## src/common/drt_params.svh

```systemverilog
// Purpose: Register map, field positions, reset values and pin positions of the row command block.
// Assumes: 32-bit register data on a plain strobe port, byte addresses on word boundaries.
// Notes:   Definitions only.
`ifndef DRT_PARAMS_SVH
`define DRT_PARAMS_SVH
`define DRT_ADDR_CFG   8'h00
`define DRT_ADDR_TIM   8'h04
`define DRT_ADDR_WRT   8'h08
`define DRT_ADDR_STAT  8'h0C
`define DRT_ADDR_BUSY  8'h10
`define DRT_CFG_PAR    0
`define DRT_CFG_PC     1
`define DRT_TIM_TRP    7:0
`define DRT_TIM_TRTP   15:8
`define DRT_TIM_TRAS   21:16
`define DRT_WRT_WR     4:0
`define DRT_WRT_WL     12:8
`define DRT_WRT_BL4    16
`define DRT_STAT_PERR  16
`define DRT_TRP_RST    8'h0E
`define DRT_TRTP_RST   8'h04
`define DRT_TRAS_RST   6'h21
`define DRT_WR_RST     5'h10
`define DRT_WL_RST     5'h02
`define DRT_CMD_NOP    3'h7
`define DRT_CMD_PRE    3'h3
`define DRT_CMD_ACT    2'h2
`define DRT_R_ALL      4
`define DRT_R_BA4      3
`define DRT_CNT_ONE    8'h01
`define DRT_RAS_FIRST  6'h01
`define DRT_BL2_HALF   8'h01
`define DRT_BL4_HALF   8'h02
`endif

```

## src/common/drt_pkg.sv

```systemverilog
// Purpose: Shared types of the row command block.
// Assumes: Nothing beyond the parameter header.
// Notes:   Bank state encoding is left to the tools.
`default_nettype none
package drt_pkg;
  typedef enum logic [2:0] {
    DRT_IDLE,
    DRT_ACTIVE,
    DRT_AP_WAIT,
    DRT_IMPRE,
    DRT_PRECH
  } drt_bank_state_t;
endpackage
`default_nettype wire

```

## src/common/drt_bank_if.sv

```systemverilog
// Purpose: Command and status bundle between the decoder and one bank tracker.
// Assumes: One instance per bank.
// Notes:   Commands are one-cycle pulses.
`timescale 1ns/1ps
`default_nettype none
interface drt_bank_if #(parameter int ROW_W = 14);
  logic             act;
  logic             pre;
  logic             ap_rd;
  logic             ap_wr;
  logic [ROW_W-1:0] new_row;
  logic             impl_en;
  logic [7:0]       trp;
  logic [7:0]       trtp;
  logic [5:0]       tras;
  logic [7:0]       wr_dly;
  logic             is_open;
  logic             busy;
  logic [ROW_W-1:0] row;
  modport ctrl (output act, pre, ap_rd, ap_wr, new_row, impl_en, trp, trtp, tras, wr_dly,
                input is_open, busy, row);
  modport bank (input act, pre, ap_rd, ap_wr, new_row, impl_en, trp, trtp, tras, wr_dly,
                output is_open, busy, row);
endinterface
`default_nettype wire

```

## src/rtl/drt_bank.sv

```systemverilog
// Purpose: State and timers of one bank: open, auto precharge wait, implicit and explicit precharge.
// Assumes: The host keeps its own spacing rules; commands arrive decoded and qualified.
// Notes:   The wait counter loads the programmed cycle count, the row-active counter starts at one; a zero count behaves as one cycle.
`timescale 1ns/1ps
`default_nettype none
`include "drt_params.svh"
module drt_bank #(parameter int ROW_W = 14) (
  // Clock and reset
  input wire logic i_clk_sys,
  input wire logic i_srst,
  // Bank command bundle
  drt_bank_if.bank b
);
  import drt_pkg::*;
  drt_bank_state_t  state_reg, state_next;
  logic [7:0]       cnt_reg, cnt_next;
  logic [5:0]       ras_reg;
  logic [ROW_W-1:0] row_reg;
  logic             ras_clr;
  wire              cnt_done = cnt_reg <= `DRT_CNT_ONE;
  wire              ras_met  = ras_reg >= b.tras;
  wire              row_diff = b.new_row != row_reg;

  always_comb begin
    state_next = state_reg;
    cnt_next   = cnt_reg - ((cnt_reg == 8'h00) ? 8'h00 : `DRT_CNT_ONE);
    ras_clr    = 1'b0;
    case (state_reg)
      DRT_IDLE: begin
        if (b.act) begin
          state_next = DRT_ACTIVE;
          ras_clr    = 1'b1;
        end
      end
      DRT_ACTIVE: begin
        if (b.pre) begin
          state_next = DRT_PRECH;
          cnt_next   = b.trp;
        end else if (b.act && b.impl_en && row_diff) begin
          state_next = DRT_IMPRE;
          cnt_next   = b.trp;
        end else if (b.ap_rd) begin
          state_next = DRT_AP_WAIT;
          cnt_next   = b.trtp;
        end else if (b.ap_wr) begin
          state_next = DRT_AP_WAIT;
          cnt_next   = b.wr_dly;
        end
      end
      DRT_AP_WAIT: begin
        // An explicit precharge may overtake the pending auto precharge.
        if (b.pre || (cnt_done && ras_met)) begin
          state_next = DRT_PRECH;
          cnt_next   = b.trp;
        end
      end
      DRT_IMPRE: begin
        if (cnt_done) begin
          state_next = DRT_ACTIVE;
          ras_clr    = 1'b1;
        end
      end
      DRT_PRECH: begin
        if (cnt_done) begin
          state_next = DRT_IDLE;
        end
      end
      default: state_next = DRT_IDLE;
    endcase
  end

  always_ff @(posedge i_clk_sys) begin
    if (i_srst) begin
      state_reg <= DRT_IDLE;
      cnt_reg   <= 8'h00;
      ras_reg   <= 6'h00;
      row_reg   <= '0;
    end else begin
      state_reg <= state_next;
      cnt_reg   <= cnt_next;
      // The opening edge is the first row-active cycle, so auto precharge can start exactly tRAS after it.
      ras_reg   <= ras_clr ? `DRT_RAS_FIRST : ras_reg + ((ras_reg == 6'h3F) ? 6'h00 : 6'h01);
      if (b.act && (state_reg == DRT_IDLE || (state_reg == DRT_ACTIVE && b.impl_en))) begin
        row_reg <= b.new_row;
      end
    end
  end

  assign b.is_open = (state_reg == DRT_ACTIVE) || (state_reg == DRT_AP_WAIT);
  assign b.busy    = (state_reg == DRT_IMPRE) || (state_reg == DRT_PRECH);
  assign b.row     = row_reg;

  a_pre_nop_idle: assert property (@(posedge i_clk_sys) disable iff (i_srst)
    (state_reg == DRT_IDLE && b.pre && !b.act) |=> state_reg == DRT_IDLE)
    else $error("Precharge to an idle bank changed its state.");
  a_pre_nop_busy: assert property (@(posedge i_clk_sys) disable iff (i_srst)
    (state_reg == DRT_PRECH && !cnt_done) |=> state_reg == DRT_PRECH && cnt_reg == $past(cnt_reg) - 8'h01)
    else $error("Precharge in progress was disturbed.");
  a_open_holds: assert property (@(posedge i_clk_sys) disable iff (i_srst)
    (state_reg == DRT_ACTIVE && !b.pre && !b.ap_rd && !b.ap_wr && !(b.act && b.impl_en && row_diff))
    |=> state_reg == DRT_ACTIVE)
    else $error("Open row closed without a closing command.");
  a_impre_start: assert property (@(posedge i_clk_sys) disable iff (i_srst)
    (state_reg == DRT_ACTIVE && b.act && b.impl_en && row_diff && !b.pre)
    |=> state_reg == DRT_IMPRE && cnt_reg == $past(b.trp))
    else $error("Implicit precharge not started after the second activate cycle.");
  a_ap_hold: assert property (@(posedge i_clk_sys) disable iff (i_srst)
    (state_reg == DRT_AP_WAIT && !b.pre && !(cnt_done && ras_met)) |=> state_reg == DRT_AP_WAIT)
    else $error("Auto precharge started before its delay and row time.");
  a_prech_load: assert property (@(posedge i_clk_sys) disable iff (i_srst)
    (state_reg == DRT_ACTIVE && b.pre) |=> state_reg == DRT_PRECH ##0 cnt_reg == $past(b.trp))
    else $error("Precharge did not load the precharge time.");
  c_impre: cover property (@(posedge i_clk_sys) disable iff (i_srst)
    state_reg == DRT_IMPRE ##1 state_reg == DRT_ACTIVE);
  c_auto_pre: cover property (@(posedge i_clk_sys) disable iff (i_srst)
    state_reg == DRT_AP_WAIT ##1 state_reg == DRT_PRECH);
endmodule
`default_nettype wire

```

## src/rtl/drt_row_ctrl.sv

```systemverilog
// Purpose: Row command decoder of one channel with per-bank row state and precharge timing.
// Assumes: Both halves of a row command cycle arrive together on the rising edge.
// Notes:   Refresh and power commands decode as no action; a neighbouring block owns them.
//
// The plain strobed port and the register offsets were chosen for this implementation.
`timescale 1ns/1ps
`default_nettype none
`include "drt_params.svh"
module drt_row_ctrl #(
  parameter int N_BANK = 16,
  parameter int ROW_W  = 14,
  parameter bit PC_SEL = 1'b0
) (
  // Clock and reset
  input  wire logic             i_clk_sys,
  input  wire logic             i_srst,
  // Row command bus, rising and falling halves
  input  wire logic [5:0]       i_row_rise,
  input  wire logic [5:0]       i_row_fall,
  // Decoded column commands
  input  wire logic             i_col_valid,
  input  wire logic             i_col_write,
  input  wire logic             i_col_ap,
  input  wire logic [3:0]       i_col_bank,
  // Register port
  input  wire logic [7:0]       i_addr,
  input  wire logic [31:0]      i_wdata,
  input  wire logic             i_wr,
  input  wire logic             i_rd,
  output logic      [31:0]      o_rdata,
  // Status
  output logic      [N_BANK-1:0] o_bank_open,
  output logic      [N_BANK-1:0] o_bank_busy,
  output logic                  o_parity_err
);
  import drt_pkg::*;

  // Configuration and status registers.
  logic             par_en_reg;
  logic             pc_mode_reg;
  logic [7:0]       trp_reg;
  logic [7:0]       trtp_reg;
  logic [5:0]       tras_reg;
  logic [4:0]       wr_reg;
  logic [4:0]       wl_reg;
  logic             bl4_reg;
  logic             perr_reg;
  logic [31:0]      rdata_reg;
  // Activate first-cycle capture.
  logic             act1_reg;
  logic             act_mine_reg;
  logic [3:0]       act_bank_reg;
  logic [2:0]       act_hi_reg;

  wire w_cfg  = i_wr && (i_addr == `DRT_ADDR_CFG);
  wire w_tim  = i_wr && (i_addr == `DRT_ADDR_TIM);
  wire w_wrt  = i_wr && (i_addr == `DRT_ADDR_WRT);
  wire w_stat = i_wr && (i_addr == `DRT_ADDR_STAT);

  // Command decode. The second activate cycle carries row bits only, so it is never decoded.
  wire [3:0] ba       = {i_row_fall[5], i_row_rise[5:3]};
  wire       ba4      = i_row_fall[`DRT_R_BA4];
  wire       pc_hit   = !pc_mode_reg || (ba4 == PC_SEL);
  wire       cmd_ok   = !act1_reg && pc_hit;
  wire       is_nop   = i_row_rise[2:0] == `DRT_CMD_NOP;
  // An activate for the other pseudo channel still takes two cycles, so its row cycle is skipped as well.
  wire       act_any  = !act1_reg && (i_row_rise[1:0] == `DRT_CMD_ACT);
  wire       act1     = cmd_ok && (i_row_rise[1:0] == `DRT_CMD_ACT);
  wire       pre_cmd  = cmd_ok && (i_row_rise[2:0] == `DRT_CMD_PRE);
  wire       pre_all  = pre_cmd && i_row_fall[`DRT_R_ALL];
  wire       pre_one  = pre_cmd && !i_row_fall[`DRT_R_ALL];
  wire       act2     = act1_reg && act_mine_reg;
  wire [ROW_W-1:0] act_row = ROW_W'({act_hi_reg, i_row_rise, i_row_fall[5:3], i_row_fall[1:0]});
  // Even parity over both halves, the parity pin included.
  wire       par_bad  = par_en_reg && (^{i_row_rise, i_row_fall});
  wire [7:0] bl_half  = bl4_reg ? `DRT_BL4_HALF : `DRT_BL2_HALF;
  wire [7:0] wr_dly   = 8'(wl_reg) + bl_half + 8'(wr_reg);

  always_ff @(posedge i_clk_sys) begin
    if (i_srst) begin
      act1_reg     <= 1'b0;
      act_mine_reg <= 1'b0;
      act_bank_reg <= 4'h0;
      act_hi_reg   <= 3'h0;
    end else begin
      act1_reg     <= act_any;
      act_mine_reg <= act1;
      if (act1) begin
        act_bank_reg <= ba;
        act_hi_reg   <= {i_row_fall[4], i_row_fall[1:0]};
      end
    end
  end

  // Bank trackers.
  genvar g;
  generate
    for (g = 0; g < N_BANK; g++) begin : gen_bank
      drt_bank_if #(.ROW_W(ROW_W)) bif ();
      assign bif.act     = act2 && (act_bank_reg == 4'(g));
      assign bif.pre     = pre_all || (pre_one && (ba == 4'(g)));
      assign bif.ap_rd   = i_col_valid && i_col_ap && !i_col_write && (i_col_bank == 4'(g));
      assign bif.ap_wr   = i_col_valid && i_col_ap && i_col_write && (i_col_bank == 4'(g));
      assign bif.new_row = act_row;
      assign bif.impl_en = pc_mode_reg;
      assign bif.trp     = trp_reg;
      assign bif.trtp    = trtp_reg;
      assign bif.tras    = tras_reg;
      assign bif.wr_dly  = wr_dly;
      assign o_bank_open[g] = bif.is_open;
      assign o_bank_busy[g] = bif.busy;
      drt_bank #(.ROW_W(ROW_W)) u_bank (
        .i_clk_sys (i_clk_sys),
        .i_srst    (i_srst),
        .b         (bif)
      );
    end
  endgenerate

  // Register file.
  always_ff @(posedge i_clk_sys) begin
    if (i_srst) begin
      par_en_reg  <= 1'b0;
      pc_mode_reg <= 1'b0;
      trp_reg     <= `DRT_TRP_RST;
      trtp_reg    <= `DRT_TRTP_RST;
      tras_reg    <= `DRT_TRAS_RST;
      wr_reg      <= `DRT_WR_RST;
      wl_reg      <= `DRT_WL_RST;
      bl4_reg     <= 1'b0;
    end else begin
      if (w_cfg) begin
        par_en_reg  <= i_wdata[`DRT_CFG_PAR];
        pc_mode_reg <= i_wdata[`DRT_CFG_PC];
      end
      if (w_tim) begin
        trp_reg  <= i_wdata[`DRT_TIM_TRP];
        trtp_reg <= i_wdata[`DRT_TIM_TRTP];
        tras_reg <= i_wdata[`DRT_TIM_TRAS];
      end
      if (w_wrt) begin
        wr_reg  <= i_wdata[`DRT_WRT_WR];
        wl_reg  <= i_wdata[`DRT_WRT_WL];
        bl4_reg <= i_wdata[`DRT_WRT_BL4];
      end
    end
  end

  // A parity error in the same cycle as its clear stays set.
  always_ff @(posedge i_clk_sys) begin
    if (i_srst) begin
      perr_reg <= 1'b0;
    end else begin
      perr_reg <= par_bad || (perr_reg && !(w_stat && i_wdata[`DRT_STAT_PERR]));
    end
  end

  logic [31:0] rd_mux;
  always_comb begin
    rd_mux = 32'h0000_0000;
    case (i_addr)
      `DRT_ADDR_CFG: begin
        rd_mux[`DRT_CFG_PAR] = par_en_reg;
        rd_mux[`DRT_CFG_PC]  = pc_mode_reg;
      end
      `DRT_ADDR_TIM: begin
        rd_mux[`DRT_TIM_TRP]  = trp_reg;
        rd_mux[`DRT_TIM_TRTP] = trtp_reg;
        rd_mux[`DRT_TIM_TRAS] = tras_reg;
      end
      `DRT_ADDR_WRT: begin
        rd_mux[`DRT_WRT_WR]  = wr_reg;
        rd_mux[`DRT_WRT_WL]  = wl_reg;
        rd_mux[`DRT_WRT_BL4] = bl4_reg;
      end
      `DRT_ADDR_STAT: begin
        rd_mux[N_BANK-1:0]     = o_bank_open;
        rd_mux[`DRT_STAT_PERR] = perr_reg;
      end
      `DRT_ADDR_BUSY: rd_mux[N_BANK-1:0] = o_bank_busy;
      default: rd_mux = 32'h0000_0000;
    endcase
  end

  // Read data stands for exactly the cycle after the strobe.
  always_ff @(posedge i_clk_sys) begin
    if (i_srst) begin
      rdata_reg <= 32'h0000_0000;
    end else begin
      rdata_reg <= i_rd ? rd_mux : 32'h0000_0000;
    end
  end

  assign o_rdata      = rdata_reg;
  assign o_parity_err = perr_reg;

  a_nop_quiet: assert property (@(posedge i_clk_sys) disable iff (i_srst)
    (is_nop && !act1_reg) |-> !act1 && !pre_cmd)
    else $error("Row no-operation was decoded as a command.");
  a_nop_keeps: assert property (@(posedge i_clk_sys) disable iff (i_srst)
    (is_nop && !act1_reg) |=> (o_bank_open & ~$past(o_bank_open) & ~$past(o_bank_busy)) == '0)
    else $error("Row no-operation opened a bank.");
  a_act_second: assert property (@(posedge i_clk_sys) disable iff (i_srst)
    (act1 && !o_bank_open[ba] && !o_bank_busy[ba] && !i_col_valid) |-> ##1 !o_bank_open[$past(ba)] ##1
    o_bank_open[$past(ba, 2)])
    else $error("Bank did not open on the second activate cycle.");
  a_act_no_decode: assert property (@(posedge i_clk_sys) disable iff (i_srst)
    act_any |=> !act1 && !pre_cmd)
    else $error("Second activate cycle was decoded as a command.");
  a_par_flag: assert property (@(posedge i_clk_sys) disable iff (i_srst)
    (par_en_reg && (^{i_row_rise, i_row_fall})) |=> o_parity_err)
    else $error("Parity error not flagged.");
  a_par_off: assert property (@(posedge i_clk_sys) disable iff (i_srst)
    (!par_en_reg && !o_parity_err) |=> !o_parity_err)
    else $error("Parity flagged while checking is off.");
  a_pc_ignore: assert property (@(posedge i_clk_sys) disable iff (i_srst)
    (pc_mode_reg && !act1_reg && ba4 != PC_SEL) |-> !act1 && !pre_cmd)
    else $error("Other pseudo channel command was taken.");
  a_rd_window: assert property (@(posedge i_clk_sys) disable iff (i_srst)
    !$past(i_rd) |-> o_rdata == 32'h0000_0000)
    else $error("Read data outside its cycle.");
  c_act: cover property (@(posedge i_clk_sys) disable iff (i_srst) act1 ##2 o_bank_open != 0);
  c_pre_all: cover property (@(posedge i_clk_sys) disable iff (i_srst) pre_all && o_bank_open != 0);
  c_perr: cover property (@(posedge i_clk_sys) disable iff (i_srst) $rose(o_parity_err));
endmodule
`default_nettype wire

```

## config.mk

```make
export PLATFORM = sky130hd
export DESIGN_NAME = drt_row_ctrl
export DESIGN_NICKNAME = d
export VERILOG_FILES = /design/src/common/drt_pkg.sv /design/src/common/drt_bank_if.sv /design/src/rtl/drt_bank.sv /design/src/rtl/drt_row_ctrl.sv
export VERILOG_INCLUDE_DIRS = /design/src /design/src/common
export SDC_FILE = /design/constraint.sdc
export NUM_CORES = 2
export LEC_CHECK = 0
export CAP_MARGIN = 20
export CORE_AREA = 2 2 205 308
export DETAILED_ROUTE_END_ITERATION = 10
export DIE_AREA = 0 0 207 310
export DONT_BUFFER_PORTS = 1
export PLACE_DENSITY_LB_ADDON = 0.05
export SYNTH_ARGS = -nofsm -noshare
export SYNTH_HDL_FRONTEND = slang
export SYNTH_SLANG_ARGS = --single-unit
```

## constraint.sdc

```tcl
create_clock -name i_clk_sys -period 3.7 [get_ports i_clk_sys]
set_input_delay 0.925 -clock i_clk_sys [delete_from_list [all_inputs] [get_ports i_clk_sys]]
set_output_delay 0.925 -clock i_clk_sys [all_outputs]
set_load 0.1 [all_outputs]
```

==> Word-level counts from Yosys, hierarchy flattened <==
Cells that the tools add are included.
Widths: inputs -> output; s select.
{ "totals": {"in_bits": 63, "wordCells": 1054, "register_bits": 573, "out_inout_bits": 65} }
{ "op_classes": {"bitwise": 3, "order_cmp": 32, "n_addsub": 34, "n_mux": 343, "n_reduce_logical": 319, "eq_ne": 227} }
{ "ops": {"columns": ["operator", "n"], "rows": [
  ["$mux 8", 80],
  ["$mux 3", 128],
  ["$pmux 8 s2", 16],
  ["$pmux 3 s5", 16],
  ["$ne 14x14->1", 16],
  ["$logic_and 1x1->1", 161],
  ["$logic_not 8->1", 17],
  ["$le 8x1->1 const B", 16],
  ["$ne 2x1->1 const B", 64],
  ["$sub 8x8->8", 16],
  ["$eq 3x2->1 const B", 33],
  ["$add 6x1->6", 16],
  ["$eq 4x4->1 const B", 24],
  ["$eq 6x6->1 const B", 16],
  ["$ge 6x6->1", 16],
  ["$logic_or 1x1->1", 82],
  ["$mux 1", 80],
  ["$ne 5x3->1 const B", 16],
  ["$reduce_and 5->1", 16],
  ["$eq 3x1->1 const B", 16],
  ["$eq 3x3->1 const B", 16],
  ["$eq 4x3->1 const B", 12],
  ["$logic_not 3->1", 16],
  ["$reduce_or 2->1", 17],
  ["other kinds (20)", 52]
]} }

==> Depth between registers and ports, before layout <==
{ "depth": {"ltp_word": 10, "mapped_depth": 12, "depth_no_buf": 12} }

==> By module <==
Synthesis repeated with hierarchy kept, for this count alone.
{ "unflattened": {"cells_unflattened": 4469, "hier_area_um2": 36461.2} }
{ "modules_own_cells": {"columns": ["module", "seq_area_each_um2", "cells_each", "instances", "area_each_um2"], "rows": [
  ["drt_bank (gen_bank[0].u_bank ...)", 620.6, 245, 13, 2010.7],
  ["drt_bank (gen_bank[8].u_bank ...)", 620.6, 261, 2, 2145.8],
  ["drt_row_ctrl", 1341.3, 500, 1, 3925.0],
  ["drt_bank (gen_bank[7].u_bank)", 620.6, 262, 1, 2105.8]
]} }

==> Least setup slack after synthesis <==
Ideal clock, no wire load.
{ "synth_path": {"kind": "input port to flip-flop", "startpoint": "input port i_row_fall[0]", "endpoint": "register gen_bank[11].u_bank.cnt_reg[3]", "arrival_time_ns": 3.226, "setup_time_ns": 0.083, "path_slack_ns": 0.390, "cell_stages": 9, "n_path_buf": 2, "t_required_ns": 3.617, "path_cell_list": "clkbuf_1 > clkbuf_1 > xnor2_1 > nand4_1 > nor4_1 > nor3_1 > nor4_1 > o211ai_1 > o221ai_1"} }
{ "synth_between": {"elab_chain_len": 5} }
{ "synth_rtl": {"columns": ["item", "line_no", "source"], "rows": [
  ["start: declaration", "drt_row_ctrl.sv:19", "input wire logic [5:0] i_row_fall,"],
  ["$ne 14x14->1", "drt_bank.sv:22", "wire row_diff = b.new_row != row_reg;"],
  ["$logic_and 1x1->1", "drt_bank.sv:39", "end else if (b.act && b.impl_en && row_diff) begin"],
  ["$mux 8", "drt_bank.sv:39", null],
  ["$mux 8", "drt_bank.sv:36", "if (b.pre) begin"],
  ["$pmux 8 s2", "drt_bank.sv:28", "case (state_reg)"],
  ["end signal: assignment", "drt_bank.sv:80", "cnt_reg <= cnt_next;"],
  ["end: declaration", "drt_bank.sv:16", "logic [7:0] cnt_reg, cnt_next;"]
]} }
Every way passes these cells.
A chain may end at the register's enable or synchronous reset.

==> Final worst setup path <==
{ "layout_path": {"startpoint": "input port i_srst", "endpoint": "register rdata_reg[5], in the netlist o_rdata[5]"} }
{ "layout_between": {"elab_chain_len": 1} }
{ "layout_rtl": {"columns": ["item", "line_no", "source"], "rows": [
  ["start: declaration", "drt_row_ctrl.sv:16", "input wire logic i_srst,"],
  ["$reduce_or 2->1 (no line)", null, null],
  ["end signal: assignment", "drt_row_ctrl.sv:190", "rdata_reg <= i_rd ? rd_mux : 32'h0000_0000;"],
  ["end: declaration", "drt_row_ctrl.sv:48", "logic [31:0] rdata_reg;"]
]} }
Every way passes these cells.

==> impl_metrics.toml <==
[cts]
cts_tree = "done"
cts_root_buf = "clkbuf_16"
clkTransAtPathRegs_ps = 70
cts_max_level = 2
cts_max_path_buffers = 3
postCtsHoldBufs = 0
insertion_delay_ps = 650
cts_buffers = 58
cts_num_sinks = 563
cts_setup_buffers = 0
post_cts_resized = 0

[logic_synthesis]
avgSynthCellArea_um2 = 8.15
synth_cells = 4119
synth_top_area_share_pct = 33.6
yosys.area.top_type = "dfxtp_1"
ys_top_cells_by_count = "nor2_1, dfxtp_1, nand2_1, xor2_1, mux2i_1"
synth_ff_type = "dfxtp_1"
async_flop_share_pct = 0
ys.warnings.count = 0
synth_cell_type_count = 91
synth_edf_count = 0
synth.area.top_cells = "dfxtp_1, nor2_1, mux2i_1, xor2_1, ha_1"
synth-seq-cells = 563
ys_seq_area_share_pct = 33.6
synth.most_common_cell = "nor2_1"
syn-cell-area_um2 = 33600

[min_path]
hold_class = "input pin to register"
min_path_cells = 1

[global_routing]
grt_overflow_total = 0
grt_pass1_vias = 28100
antenna_found_initial = 3
track_usage_pct = 32.4
grt_pass1_wl_um = 163000
grt_max_degree = 415

[status]
status = "finished with violations"
violations = "max-slew violations"

[floorplanning]
fp.dieArea_um2 = 64200
rows = 112
ioPinCount = 128
core_area_um2 = 61700
start_util_pct = 54.4
die_x_um = 207
chipHeight_um = 310

[placement]
dp.final_hpwl_um = 73400
dp_cells = 4785
place.port_buffers = 0
gp_congestion = 0.995

[routing]
drt_iter0_drc = 2334
wire_per_inst_um = 21.9
ant_nets = 0
drt_wl_total_um = 107000
dr.pass1.iters = 6
route.detailed.vias_per_inst = 6.11
drc = 0
num_vias = 29900

[setup_path]
reg2reg_depth = 9
rrSetupSlack_ps = 340
crit_path_max_fanout = 414
start_kind = "input pin"
critPathRequiredTime_ps = 4190
cp.arrival_ps = 4100
end_kind = "register"
critical_path_class = "input pin to register"

[final_layout]
syn_to_final_growth_pct = 8.83
fillers = 5871
final_nets = 4283
largest_reg_flops = 224
layout-drive-gt1-share_pct = 8.02
final_cells = 4891

[sta]
max_freq_ghz = 0.277
fin_crit_sh_pct = 97.4
fin_setup_tns_ps = 0
setup_viol = 0
grt_setup_unrepaired = "no"
fin_skew_ps = 32.5
relSlewSlack_pct = -27.4
hold_viol = 0
final.min_clock_period_ps = 3600
final_max_slew_viol_count = 239
worst_slew_pin_slew_ps = 1910

[power_and_ir_drop]
total_power_mw = 20.2
pwr_density_cell_nw_per_um2 = 554
p_leak_nw = 15.8
peakVddDrop_mv = 0.443

[flow_run]
maxCapViolations = 0
-- routing by layer --
| layer | wire length [um] | track usage (%) |
|---|---|---|
| met1 | 42500 | 38.4 |
| met2 | 51200 | 56.5 |
| met3 | 6610 | 4.81 |
| met4 | 6710 | 17.9 |
| met5 | 30 | 0 |
-- power by group --
part / total [mW] / switching [mW] / internal, mW / leakage [nW]
registers: 7.35 / 0.609 / 6.74 / 4.58
clock network: 6.24 / 2.59 / 3.65 / 0.968
logic: 6.66 / 3.62 / 3.04 / 10.2
-- path summary, 6_finish.rpt --
check                     startpoint                        endpoint
max reg2reg  gen_bank[0].bif.tras[3]  gen_bank[12].u_bank.cnt_reg[0]
min reg2reg  gen_bank[0].bif.tras[2]         gen_bank[0].bif.tras[2]
max                           i_srst                      o_rdata[5]
min                           i_srst   gen_bank[2].u_bank.ras_reg[0]
-- critical path, cell delays in order --
cell and delay [ps]:
inv_2 1020, nand2_1 740, nor2_1 520
-- placed cells by master, fill, tap and decap left out, types with 27 or more instances in the layout --
cell	count
a22oi_1	32
nor3_1	61
xnor2_1	156
inv_1	126
o221ai_1	56
or3_1	27
a31oi_1	49
o21ai_0	110
xor2_1	243
a21o_1	36
nand3_1	134
nor4_1	79
nor2b_1	39
nand2b_1	71
mux2i_1	216
or2_2	28
nor2_1	642
buf_4	138
a21oi_1	199
o211ai_1	47
ha_1	169
nand4_1	41
dfxtp_1	560
clkbuf_16	61
nand2_1	324
and3_1	32
-- per-stage QoR --
step	hold slack (ps)	utilization, %	instance area (um2)	worst slack [ps]
floorplan	436	-	33600	390
global placement	440	56.0	34500	486
detailed placement	444	56.0	34500	473
CTS	344	59.2	36500	459
global route	363	59.2	36500	294
finish	372	59.2	36500	95.2
-- cell families (layout without fill, tap and decap cells) --
logic type / count (synthesis) / after routing / synth area share (%)
compound gates: 770 / 770 / 15.5
fa+ha+maj: 172 / 172 / 6.48
simple gates: 1578 / 1578 / 22.0
xor+xnor: 399 / 399 / 10.4
other cells: 1 / 11 / 0.0112
flops: 563 / 563 / 33.6
buf+inv: 409 / 373 / 5.23
mux: 227 / 227 / 6.81
-- final cells by class --
type,count,area [um2],share of cell area [%]
Antenna cell,1,2.50,0.00685
Multi-Input combinational cell,3156,20700,56.7
Tap cell,798,998,2.73
Sequential cell,563,11300,30.9
Inverter,128,480,1.32
Timing Repair Buffer,141,1080,2.96
Clock inverter,16,238,0.651
Clock buffer,88,1750,4.78
Note: power is estimated with default switching activity, not from simulation.
